===== config.mk =====
export PLATFORM = sky130hd
export DESIGN_NAME = mvees_select
export DESIGN_NICKNAME = d
export VERILOG_FILES = /design/src/hdl/mvees_pkg.sv /design/src/hdl/mvees_select.sv
export SDC_FILE = /design/constraint.sdc
export NUM_CORES = 1
export LEC_CHECK = 0
export CAP_MARGIN = 20
export CORE_ASPECT_RATIO = 0.9
export CORE_MARGIN = 2
export CORE_UTILIZATION = 50
export CTS_CLUSTER_DIAMETER = 40
export CTS_CLUSTER_SIZE = 25
export DETAILED_ROUTE_END_ITERATION = 10
export DONT_BUFFER_PORTS = 1
export PLACE_DENSITY = 0.72
export SKIP_CTS_REPAIR_TIMING = 1
export SLEW_MARGIN = 20
export SYNTH_ARGS = -nofsm -noshare
export SYNTH_HDL_FRONTEND = slang
export SYNTH_SLANG_ARGS = --single-unit

===== constraint.sdc =====
create_clock -name ref_clk -period 6.74 [get_ports ref_clk]
set_input_delay 0.337 -clock ref_clk [delete_from_list [all_inputs] [get_ports ref_clk]]
set_output_delay 0.337 -clock ref_clk [all_outputs]
set_load 0.005 [all_outputs]

===== src/hdl/mvees_pkg.sv =====
package mvees_pkg;
  // ==========================================================
  // Event codes
  localparam logic [7:0] EV_FILL_MAIN = 8'h90;
  localparam logic [7:0] EV_FILL_ALT = 8'h91;
  localparam logic [7:0] EV_ALLOC_MAIN = 8'h92;
  localparam logic [7:0] EV_ALLOC_ALT = 8'h93;
  localparam logic [7:0] EV_FULL_MAIN = 8'h94;
  localparam logic [7:0] EV_FULL_ALT = 8'h95;
  localparam logic [7:0] EV_NONEMPTY_MAIN = 8'h96;
  localparam logic [7:0] EV_NONEMPTY_ALT = 8'h97;
  localparam logic [7:0] EV_REJECT_MAIN = 8'h98;
  localparam logic [7:0] EV_REJECT_ALT = 8'h99;
  localparam logic [7:0] EV_STARVE_MAIN = 8'h9A;
  localparam logic [7:0] EV_SKIP_ALT = 8'h9E;
  // ==========================================================
  // Queue indices: 0..6 main classes, 7 ack-c agent0, 8 ack-c agent1
  localparam int NQ = 9;
  localparam int NMAIN = 7;
  localparam int Q_ACKC0 = 7;
  localparam int Q_ACKC1 = 8;
  localparam int OCC_W = 6;
  localparam int SUM_W = 10;
  localparam int STARVE_W = 8;
  localparam logic [7:0] STARVE_THRESH_RST = 8'h40;
  localparam logic [7:0] UMASK_RST = 8'h00;
  localparam logic [7:0] CODE_RST = 8'h00;
  // ==========================================================
  // Control field positions
  localparam int CODE_LSB = 0;
  localparam int UMASK_LSB = 8;
  localparam int CTRL_W = 16;
endpackage


===== src/hdl/mvees_select.sv =====
`timescale 1ns/1ps
`default_nettype none
module mvees_select
  import mvees_pkg::*;
(
  input wire logic ref_clk, // Mesh clock
  input wire logic sys_rst, // Sync reset, high
  input wire logic [CTRL_W-1:0] ctrl_in, // Code [7:0], unit mask [15:8]
  input wire logic ctrl_wr, // Load control
  input wire logic [STARVE_W-1:0] starve_thresh, // Starvation run length
  input wire logic [NQ-1:0] q_full, // Per queue full
  input wire logic [NQ*OCC_W-1:0] q_occ, // Per queue entry counts
  input wire logic [NQ-1:0] q_alloc, // Per queue allocation pulse
  input wire logic [NQ-1:0] q_reject, // Per queue reject pulse
  input wire logic [NQ-1:0] q_inject_fail, // Per queue injection failed
  input wire logic [1:0] ackc_skip, // Ack-c bypass pulses, agent 0/1
  output logic [SUM_W-1:0] count_inc, // Increment this cycle
  output logic [CTRL_W-1:0] ctrl_out, // Current control
  output logic [NQ-1:0] starved // Per queue starvation
);

  logic [7:0] code_ff;
  logic [7:0] umask_ff;
  logic [NQ-1:0] sel;
  logic [NQ-1:0] is_main;
  logic [NQ-1:0] skip_vec;
  logic [NQ*OCC_W-1:0] term_flat;
  logic [SUM_W-1:0] nxt_inc;
  logic [SUM_W-1:0] inc_ff;
  logic main_class;
  logic alt_class;
  logic vert_egress_fill_main_event;
  logic vert_egress_fill_alt_event;
  logic vert_egress_alloc_main_event;
  logic vert_egress_alloc_alt_event;
  logic vert_egress_full_main_event;
  logic vert_egress_full_alt_event;
  logic vert_egress_nonempty_main_event;
  logic vert_egress_nonempty_alt_event;
  logic vert_egress_reject_main_event;
  logic vert_egress_reject_alt_event;
  logic vert_egress_starve_main_event;
  logic vert_egress_skip_alt_event;
  logic request_agent0_sel;
  logic acknowledge_agent0_sel;
  logic data_agent0_sel;
  logic snoop_agent0_sel;
  logic request_agent1_sel;
  logic acknowledge_agent1_sel;
  logic data_agent1_sel;
  logic ack_c_agent0_sel;
  logic ack_c_agent1_sel;

  // ==========================================================
  // Control register
  always_ff @(posedge ref_clk) begin
    if (sys_rst) begin
      code_ff <= CODE_RST;
      umask_ff <= UMASK_RST;
    end else if (ctrl_wr) begin
      code_ff <= ctrl_in[CODE_LSB +: 8];
      umask_ff <= ctrl_in[UMASK_LSB +: 8];
    end
  end

  // ==========================================================
  // Event code decode
  // Each measure has a main and an alternate code, except starve (main only) and skip (alternate only)
  assign vert_egress_fill_main_event = (code_ff == EV_FILL_MAIN);
  assign vert_egress_fill_alt_event = (code_ff == EV_FILL_ALT);
  assign vert_egress_alloc_main_event = (code_ff == EV_ALLOC_MAIN);
  assign vert_egress_alloc_alt_event = (code_ff == EV_ALLOC_ALT);
  assign vert_egress_full_main_event = (code_ff == EV_FULL_MAIN);
  assign vert_egress_full_alt_event = (code_ff == EV_FULL_ALT);
  assign vert_egress_nonempty_main_event = (code_ff == EV_NONEMPTY_MAIN);
  assign vert_egress_nonempty_alt_event = (code_ff == EV_NONEMPTY_ALT);
  assign vert_egress_reject_main_event = (code_ff == EV_REJECT_MAIN);
  assign vert_egress_reject_alt_event = (code_ff == EV_REJECT_ALT);
  assign vert_egress_starve_main_event = (code_ff == EV_STARVE_MAIN);
  assign vert_egress_skip_alt_event = (code_ff == EV_SKIP_ALT);

  // Codes that read the seven-queue main mask layout
  assign main_class = vert_egress_fill_main_event || vert_egress_alloc_main_event ||
    vert_egress_full_main_event || vert_egress_nonempty_main_event ||
    vert_egress_reject_main_event || vert_egress_starve_main_event;
  // Codes that read only the two acknowledge-c mask bits
  assign alt_class = vert_egress_fill_alt_event || vert_egress_alloc_alt_event ||
    vert_egress_full_alt_event || vert_egress_nonempty_alt_event ||
    vert_egress_reject_alt_event || vert_egress_skip_alt_event;

  // ==========================================================
  // Queue select from unit mask
  // Unknown codes select nothing, so they can never count
  // main mask layout
  assign request_agent0_sel = main_class && umask_ff[0];
  assign acknowledge_agent0_sel = main_class && umask_ff[1];
  assign data_agent0_sel = main_class && umask_ff[2];
  assign snoop_agent0_sel = main_class && umask_ff[3];
  assign request_agent1_sel = main_class && umask_ff[4];
  assign acknowledge_agent1_sel = main_class && umask_ff[5];
  assign data_agent1_sel = main_class && umask_ff[6];
  // Bit 15 has no queue behind it and is dropped
  // ack-c agent bits
  assign ack_c_agent0_sel = alt_class && umask_ff[0];
  assign ack_c_agent1_sel = alt_class && umask_ff[1];
  assign sel = {ack_c_agent1_sel, ack_c_agent0_sel, data_agent1_sel, acknowledge_agent1_sel,
    request_agent1_sel, snoop_agent0_sel, data_agent0_sel, acknowledge_agent0_sel,
    request_agent0_sel};

  // ==========================================================
  // Per-queue side inputs
  // ack-c bypass pulses
  assign skip_vec = {ackc_skip, {NMAIN{1'b0}}};

  // ==========================================================
  // Per-queue contribution
  // Amount one selected queue adds for the live code
  function automatic logic [OCC_W-1:0] measure_term(
    input logic [7:0] code,
    input logic [OCC_W-1:0] occ,
    input logic full,
    input logic alloc,
    input logic reject,
    input logic starve,
    input logic skip
  );
    measure_term = '0;
    unique case (code)
      EV_FILL_MAIN, EV_FILL_ALT: begin
        measure_term = occ;
      end
      EV_ALLOC_MAIN, EV_ALLOC_ALT: begin
        measure_term = OCC_W'(alloc);
      end
      EV_FULL_MAIN, EV_FULL_ALT: begin
        measure_term = OCC_W'(full);
      end
      EV_NONEMPTY_MAIN, EV_NONEMPTY_ALT: begin
        measure_term = OCC_W'(occ != '0);
      end
      EV_REJECT_MAIN, EV_REJECT_ALT: begin
        measure_term = OCC_W'(reject);
      end
      EV_STARVE_MAIN: begin
        measure_term = OCC_W'(starve);
      end
      EV_SKIP_ALT: begin
        measure_term = OCC_W'(skip);
      end
      default: begin
        measure_term = '0;
      end
    endcase
  endfunction

  // ==========================================================
  // Starvation run counters and per-queue terms
  genvar g;
  generate
    for (g = 0; g < NQ; g++) begin : g_queue
      logic [STARVE_W-1:0] run_ff;
      // run threshold
      // Run saturates so a long stall never wraps back to zero
      always_ff @(posedge ref_clk) begin
        if (sys_rst) begin
          run_ff <= '0;
        end else if (!q_inject_fail[g]) begin
          run_ff <= '0;
        end else if (run_ff != {STARVE_W{1'b1}}) begin
          run_ff <= STARVE_W'(run_ff + 1'b1);
        end
      end
      assign starved[g] = q_inject_fail[g] && (run_ff >= starve_thresh);
      assign is_main[g] = (g < NMAIN);
      assign term_flat[g*OCC_W +: OCC_W] = sel[g] ?
        measure_term(code_ff, q_occ[g*OCC_W +: OCC_W], q_full[g], q_alloc[g], q_reject[g],
          starved[g] && is_main[g], skip_vec[g]) : '0;
    end
  endgenerate

  // ==========================================================
  // Sum of selected queues
  // sum selected sources
  // Nine full six-bit counts still fit the ten-bit sum
  always_comb begin
    nxt_inc = '0;
    for (int i = 0; i < NQ; i++) begin
      nxt_inc = nxt_inc + SUM_W'(term_flat[i*OCC_W +: OCC_W]);
    end
  end

  // ==========================================================
  // Registered outputs
  // Increment lags its cause by one edge
  always_ff @(posedge ref_clk) begin
    if (sys_rst) begin
      inc_ff <= '0;
    end else begin
      inc_ff <= nxt_inc;
    end
  end

  assign count_inc = inc_ff;
  assign ctrl_out = {umask_ff, code_ff};

endmodule
`default_nettype wire


Word level (Yosys, flattened, before mapping) --
Index checks and enable logic that the tools add are counted.
Storage, ports and cells: flip-flop bits (word level) 98, input bits 119, output and inout bits 35, logic and storage cells 137
Operators by class: $add $sub $neg 17, $lt $le $gt $ge 9, eq/ne operators 21, muxes and demuxes 18, bitwise operators 9, reductions and logical operators 51
Operators by type and width (number):
- 6-bit case mux with 6 select lines | 9
- 8-bit == test (second input constant) | 12
- 8-bit by 1-bit adder with 8-bit output (second input constant) | 9
- 8-bit >= comparator | 9
- 8-bit inequality test (second input constant) | 9
- 6-bit 2-to-1 mux | 9
- 6-bit nonzero test | 9
- 10-bit by 6-bit adder with 10-bit output | 4
- 2-bit OR reduction | 14
- 1-bit logical AND | 18
- 9-bit by 6-bit adder with 10-bit output | 1
- 1-bit logical OR | 10
- 8-bit by 6-bit adder with 9-bit output | 1
- 1-bit NOT | 9
- 7-bit by 6-bit adder with 8-bit output | 1
- 6-bit by 6-bit adder with 7-bit output | 1

Depth between registers and ports, before layout --
word-level depth 16, gate-level depth with buffers 21, depth with buffers taken out 21

Worst setup path after synthesis --
Ideal clock, no wire load.
path kind in2reg, start point input starve_thresh[6], end point register inc_ff[8] (netlist: count_inc[8]), library setup time 62 ps, data arrival time 4957 ps, data required time 6678 ps, path slack 1721 ps, stages 20, buffers on the path 0, path through inv_1 -> ha_1 -> and3_1 -> a221o_1 -> nand2_1 -> a21oi_1 -> o31a_1 -> fa_1 -> fa_1 -> fa_1 -> inv_1 -> fa_1 -> inv_1 -> ha_1 -> fa_1 -> a21o_1 -> a21oi_1 -> nor2_1 -> nand4bb_1 -> nand3_1
On the way: word-level cells in the longest chain between the ends 12, elaborated cells on any way between the ends 36, those cells by class add/sub (8); order compare (7); mux (14); reduce/logical (7)
Ends and longest elaborated chain:
- start, declared | line mvees_select.sv:10 | input wire logic [STARVE_W-1:0] starve_thresh,
- 8-bit >= comparator | line mvees_select.sv:173 | assign starved[g] = q_inject_fail[g] && (run_ff >= starve_thresh);
- 1-bit logical AND | line mvees_select.sv:173
- 6-bit case mux with 6 select lines | line mvees_select.sv:128 | unique case (code)
- 6-bit 2-to-1 mux | line mvees_select.sv:175 | assign term_flat[g*OCC_W +: OCC_W] = sel[g] ?
- 6-bit by 6-bit adder with 7-bit output | line mvees_select.sv:188 | nxt_inc = nxt_inc + SUM_W'(term_flat[i*OCC_W +: OCC_W]);
- 7-bit by 6-bit adder with 8-bit output | line mvees_select.sv:188
- 8-bit by 6-bit adder with 9-bit output | line mvees_select.sv:188
- 9-bit by 6-bit adder with 10-bit output | line mvees_select.sv:188
- 10-bit by 6-bit adder with 10-bit output | line mvees_select.sv:188
- 10-bit by 6-bit adder with 10-bit output (*) (3 in a row) | line mvees_select.sv:188
- end signal, assigned | line mvees_select.sv:199 | inc_ff <= nxt_inc;
- end, declared | line mvees_select.sv:29 | logic [SUM_W-1:0] inc_ff;
Every way passes the cells marked *; elsewhere a longest branch is shown, timed or not. A chain may end at the register's enable or synchronous reset.

Worst setup path in the final report --
start point register code_ff[6], end point register inc_ff[8] (netlist: count_inc[8])
On the way: word-level cells in the longest chain between the ends 16, elaborated cells on any way between the ends 62, those cells by class add/sub (8); eq/ne (12); mux (18); reduce/logical (24)
Ends and longest elaborated chain:
- start, declared | line mvees_select.sv:22 | logic [7:0] code_ff;
- start signal, assigned | line mvees_select.sv:61 | code_ff <= ctrl_in[CODE_LSB +: 8];
- 8-bit == test (on tied branches) | line mvees_select.sv:69, mvees_select.sv:128, mvees_select.sv:71
- 1-bit logical OR (2 in a row) | line mvees_select.sv:83 | assign main_class = vert_egress_fill_main_event || vert_egress_alloc_main_event ||
- 1-bit logical OR (2 in a row) | line mvees_select.sv:84 | vert_egress_full_main_event || vert_egress_nonempty_main_event ||
- 1-bit logical OR | line mvees_select.sv:85 | vert_egress_reject_main_event || vert_egress_starve_main_event;
- 1-bit logical AND (on tied branches) | line mvees_select.sv:95, mvees_select.sv:96
- 6-bit 2-to-1 mux | line mvees_select.sv:175
- 6-bit by 6-bit adder with 7-bit output | line mvees_select.sv:188
- 7-bit by 6-bit adder with 8-bit output | line mvees_select.sv:188
- 8-bit by 6-bit adder with 9-bit output | line mvees_select.sv:188
- 9-bit by 6-bit adder with 10-bit output | line mvees_select.sv:188
- 10-bit by 6-bit adder with 10-bit output (3 in a row) | line mvees_select.sv:188
- 10-bit by 6-bit adder with 10-bit output (*) | line mvees_select.sv:188
Marked as above.

==> impl_results.md <==
* Outcome: finished, final reports clean
* EDFF count, synth at 0
* Cell area after synthesis at roughly 7700 um^2
* Synth Warn # at 0
* Vias in the first global route at 6190
* Clock slew at reported path FFs at around 0.07 ns
* Fmax achieved at roughly 0.18 GHz
* Total Wirelength at between 20 and 25 mm
* Top FF cell, synth: dfxtp_1
* Fin Setup TNS at 0 ns
* Register bit count reported by yosys at ~100
* Placed cells at about 1100
* Final Hold Fails at 0
* DPL Wire Length at 15.8 mm
* Max-capacitance violation count at 0
* NumNets Final at 1131
* Synth Area in XOR/XNOR at about 2.6%
* TritonCTS Sinks at 98
* Post-DRT Antenna Nets at 0
* Die H at 122 um
* Vias at 6685
* Share of cells above drive strength 1 at 2.82%
* Fill count at between 1000 and 1500
* Peak supply drop at roughly 0.13 mV
* Rel. slew slack at between 40% and 50%
* Post-Synth Simple-Gate Area at between 20% and 30%
* Chip Width at approximately 130 um
* Area occupied by multi-input gates at around 5500 um^2
* Distinct cells, synth at 63
* CORE AREA at approximately 15000 um^2
* Count of pins over their slew limit at 0
* GRT Residual Overflow at 0
* Worst Max-Slew Pin Slew at between 0.8 and 0.9 ns
* Final period util at between 80% and 90%
* Pre-CTS WS at about 1.1 ns
* Post-synthesis mux area share at between 3 and 4%
* H-tree depth at 3
* Synth Net Count at 1138
* Setup Skew at approximately 0.0078 ns
* WP data required at about 7.0 ns
* Skew-Pair Late Insertion Delay at 0.35 ns
* Area Overhead vs Synth at 6.53%
* Row count at 43
* Main combinational cell family by area after synthesis: adder cells
* Post-DR vias/cell at ~6.1
* Fraction of registers with async set/reset at 0%
* Critical Path End Type: register
* CP max FO at 35
* Global-route wire length before repair at around 32 mm
* Hold/Removal Path Class: in2reg
* Leakage power total at around 3.7 nW
* Drt initial violations at 520
* CTS buffer count at 9
* Final setup viols at 0
* Finished Layout Cells at 1087
* Sequential fraction of the synthesis area at between 20% and 30%
* Initial antenna violation count at 0
* Initial Utilization at about half
* Largest net degree at the start of global routing at 36
* Post-Synth Adder-Cell Area at between 20% and 30%
* DRT Pass-1 Iters at 5
* Die area at 16400 um^2
* Startpoint types: register
* GP Congestion at roughly 0.91
* Drt drc at 0
* WL/cell at around 19 um
* Minimum clock period at 5.66 ns
* WP data arrival at just under 6 ns
* Syn Inst Count at approximately 890
* Pwr per Cell Area at approximately 150 nW/um^2
* All-Layer GR Usage at about a quarter
* Avg Synthesized Cell Area at between 8 and 9 um^2
* ANT cells at 0
* PnR worst setup slack at about 1.1 ns
* Register area at between 1500 and 2000 um^2
* Maximum clock path buffer count at 2
* Io pins at ~150
* CP Class: reg2reg
* Port-buffer cells at 0
* Compound-cell area share of the yosys netlist at 14.3%
* RSZ-0062 raised after global routing: false
* Clock root buffer: clkbuf_16
* CTS tree: built
critical path, cell delays in order (launching register included):
cell	delay (ns)
dfxtp_1	0.34
nand4bb_1	0.63
nor4b_4	0.40
buf_4	0.35
nand3_1	0.17
fa_1	0.57
inv_1	0.05
fa_1	0.50
fa_1	0.54
inv_1	0.05
fa_1	0.53
inv_1	0.05
ha_1	0.22
fa_1	0.42
a21o_1	0.21
a21oi_1	0.22
nor2_1	0.09
nand4bb_1	0.18
nand3_1	0.08
Yosys cell counts (all sizes together), types with 8 or more instances:
library cell  number  share of area (%)
fa                40                 10
ha                92                 15
a31oi             32                2.6
dfxtp             98                 25
nor3b             16                1.6
nor3              22                1.5
mux2i             30                3.9
o21bai             9               0.88
xnor2             17                1.9
buf                9               0.60
nand3             60                3.9
nand2             57                2.8
a21o              12                1.2
nor2             104                5.1
a211oi            11                1.1
inv               55                2.7
and3              38                3.1
nor2b              9               0.73
nor4               9               0.73
a21oi             22                1.4
o21ai             27                1.8
nor4b              8               0.99
nand4             18                1.5
clkbuf            12               0.58
through the flow:
step	total power [mW]	hold slack, ns	util (%)	area (um^2)
floorplan	0.701	0.448	-	7710
global placement	0.728	0.415	51.9	7900
detailed placement	0.730	0.417	51.9	7900
CTS	1.27	0.0441	53.9	8210
global route	1.31	0.0367	53.9	8210
finish	1.26	0.0529	53.9	8210
where the power goes:
part | leakage (nW) | switching [mW] | internal [mW]
sequential | 0.795 | 0.0232 | 0.590
combinational | 2.73 | 0.0612 | 0.0434
clock | 0.152 | 0.251 | 0.295
total | 3.68 | 0.335 | 0.928
worst paths after layout:
path	start	endpoint	slack [ns]	cells after the start
max	code_ff[6]	count_inc[8]	1.08	18
max reg2reg	code_ff[6]	count_inc[8]	1.08	18
min reg2reg	g_queue[1].run_ff[4]	g_queue[1].run_ff[4]	0.50	1
min	sys_rst	umask_ff[2]	0.05	1
metal layers:
metal | GRT usage, % | up-vias | share of wire, %
met5 | 0 | - | 0
met4 | 6.71 | 0 | 2.2
met3 | 6.28 | 28 | 7.5
met2 | 39.0 | 211 | 44
met1 | 35.2 | 3215 | 46
li1 | - | 3231 | -
placed cells by master (no fill, tap or decap), types with 4 or more instances in the layout:
master     instances
a211oi_1          11
a21o_1            12
a21oi_1           22
a221o_1            5
a22oi_1            4
a31oi_1           32
and2_1             5
and3_1            38
clkbuf_16          9
clkinv_4           4
dfxtp_1           98
fa_1              40
ha_1              92
inv_1             54
mux2i_1           30
nand2_1           57
nand2b_1           5
nand3_1           60
nand4_1           18
nor2_1           104
nor2b_1            9
nor3_1            21
nor3b_1           16
nor4_1             9
nor4b_1            7
o21ai_0           18
o21ai_1            9
o21bai_1           9
o2bb2ai_1          5
or2_1              6
xnor2_1           17
xor2_1             6
sequential cells by signal, summed over array words and instances (netlist names):
signal and cells:
umask_ff 8, code_ff 8, g_queue.run_ff 72, count_inc 10
final cells by class:
cell class,instances,share of cell area [%]
Multi-Input combinational cell,713,66.5
Clock inverter,7,1.04
Sequential cell,98,23.9
Tap cell,202,3.08
Inverter,55,2.51
Clock buffer,9,2.74
Timing Repair Buffer,3,0.274
logic make-up (layout without fill, tap and decap cells):
group | after synthesis | count (layout)
flops | 98 | 98
fa+ha+maj | 132 | 132
xor+xnor | 23 | 23
simple gates | 369 | 369
mux | 30 | 30
compound gates | 159 | 159
buf+inv | 76 | 74
No activity file was read; power rests on OpenSTA's default activity.
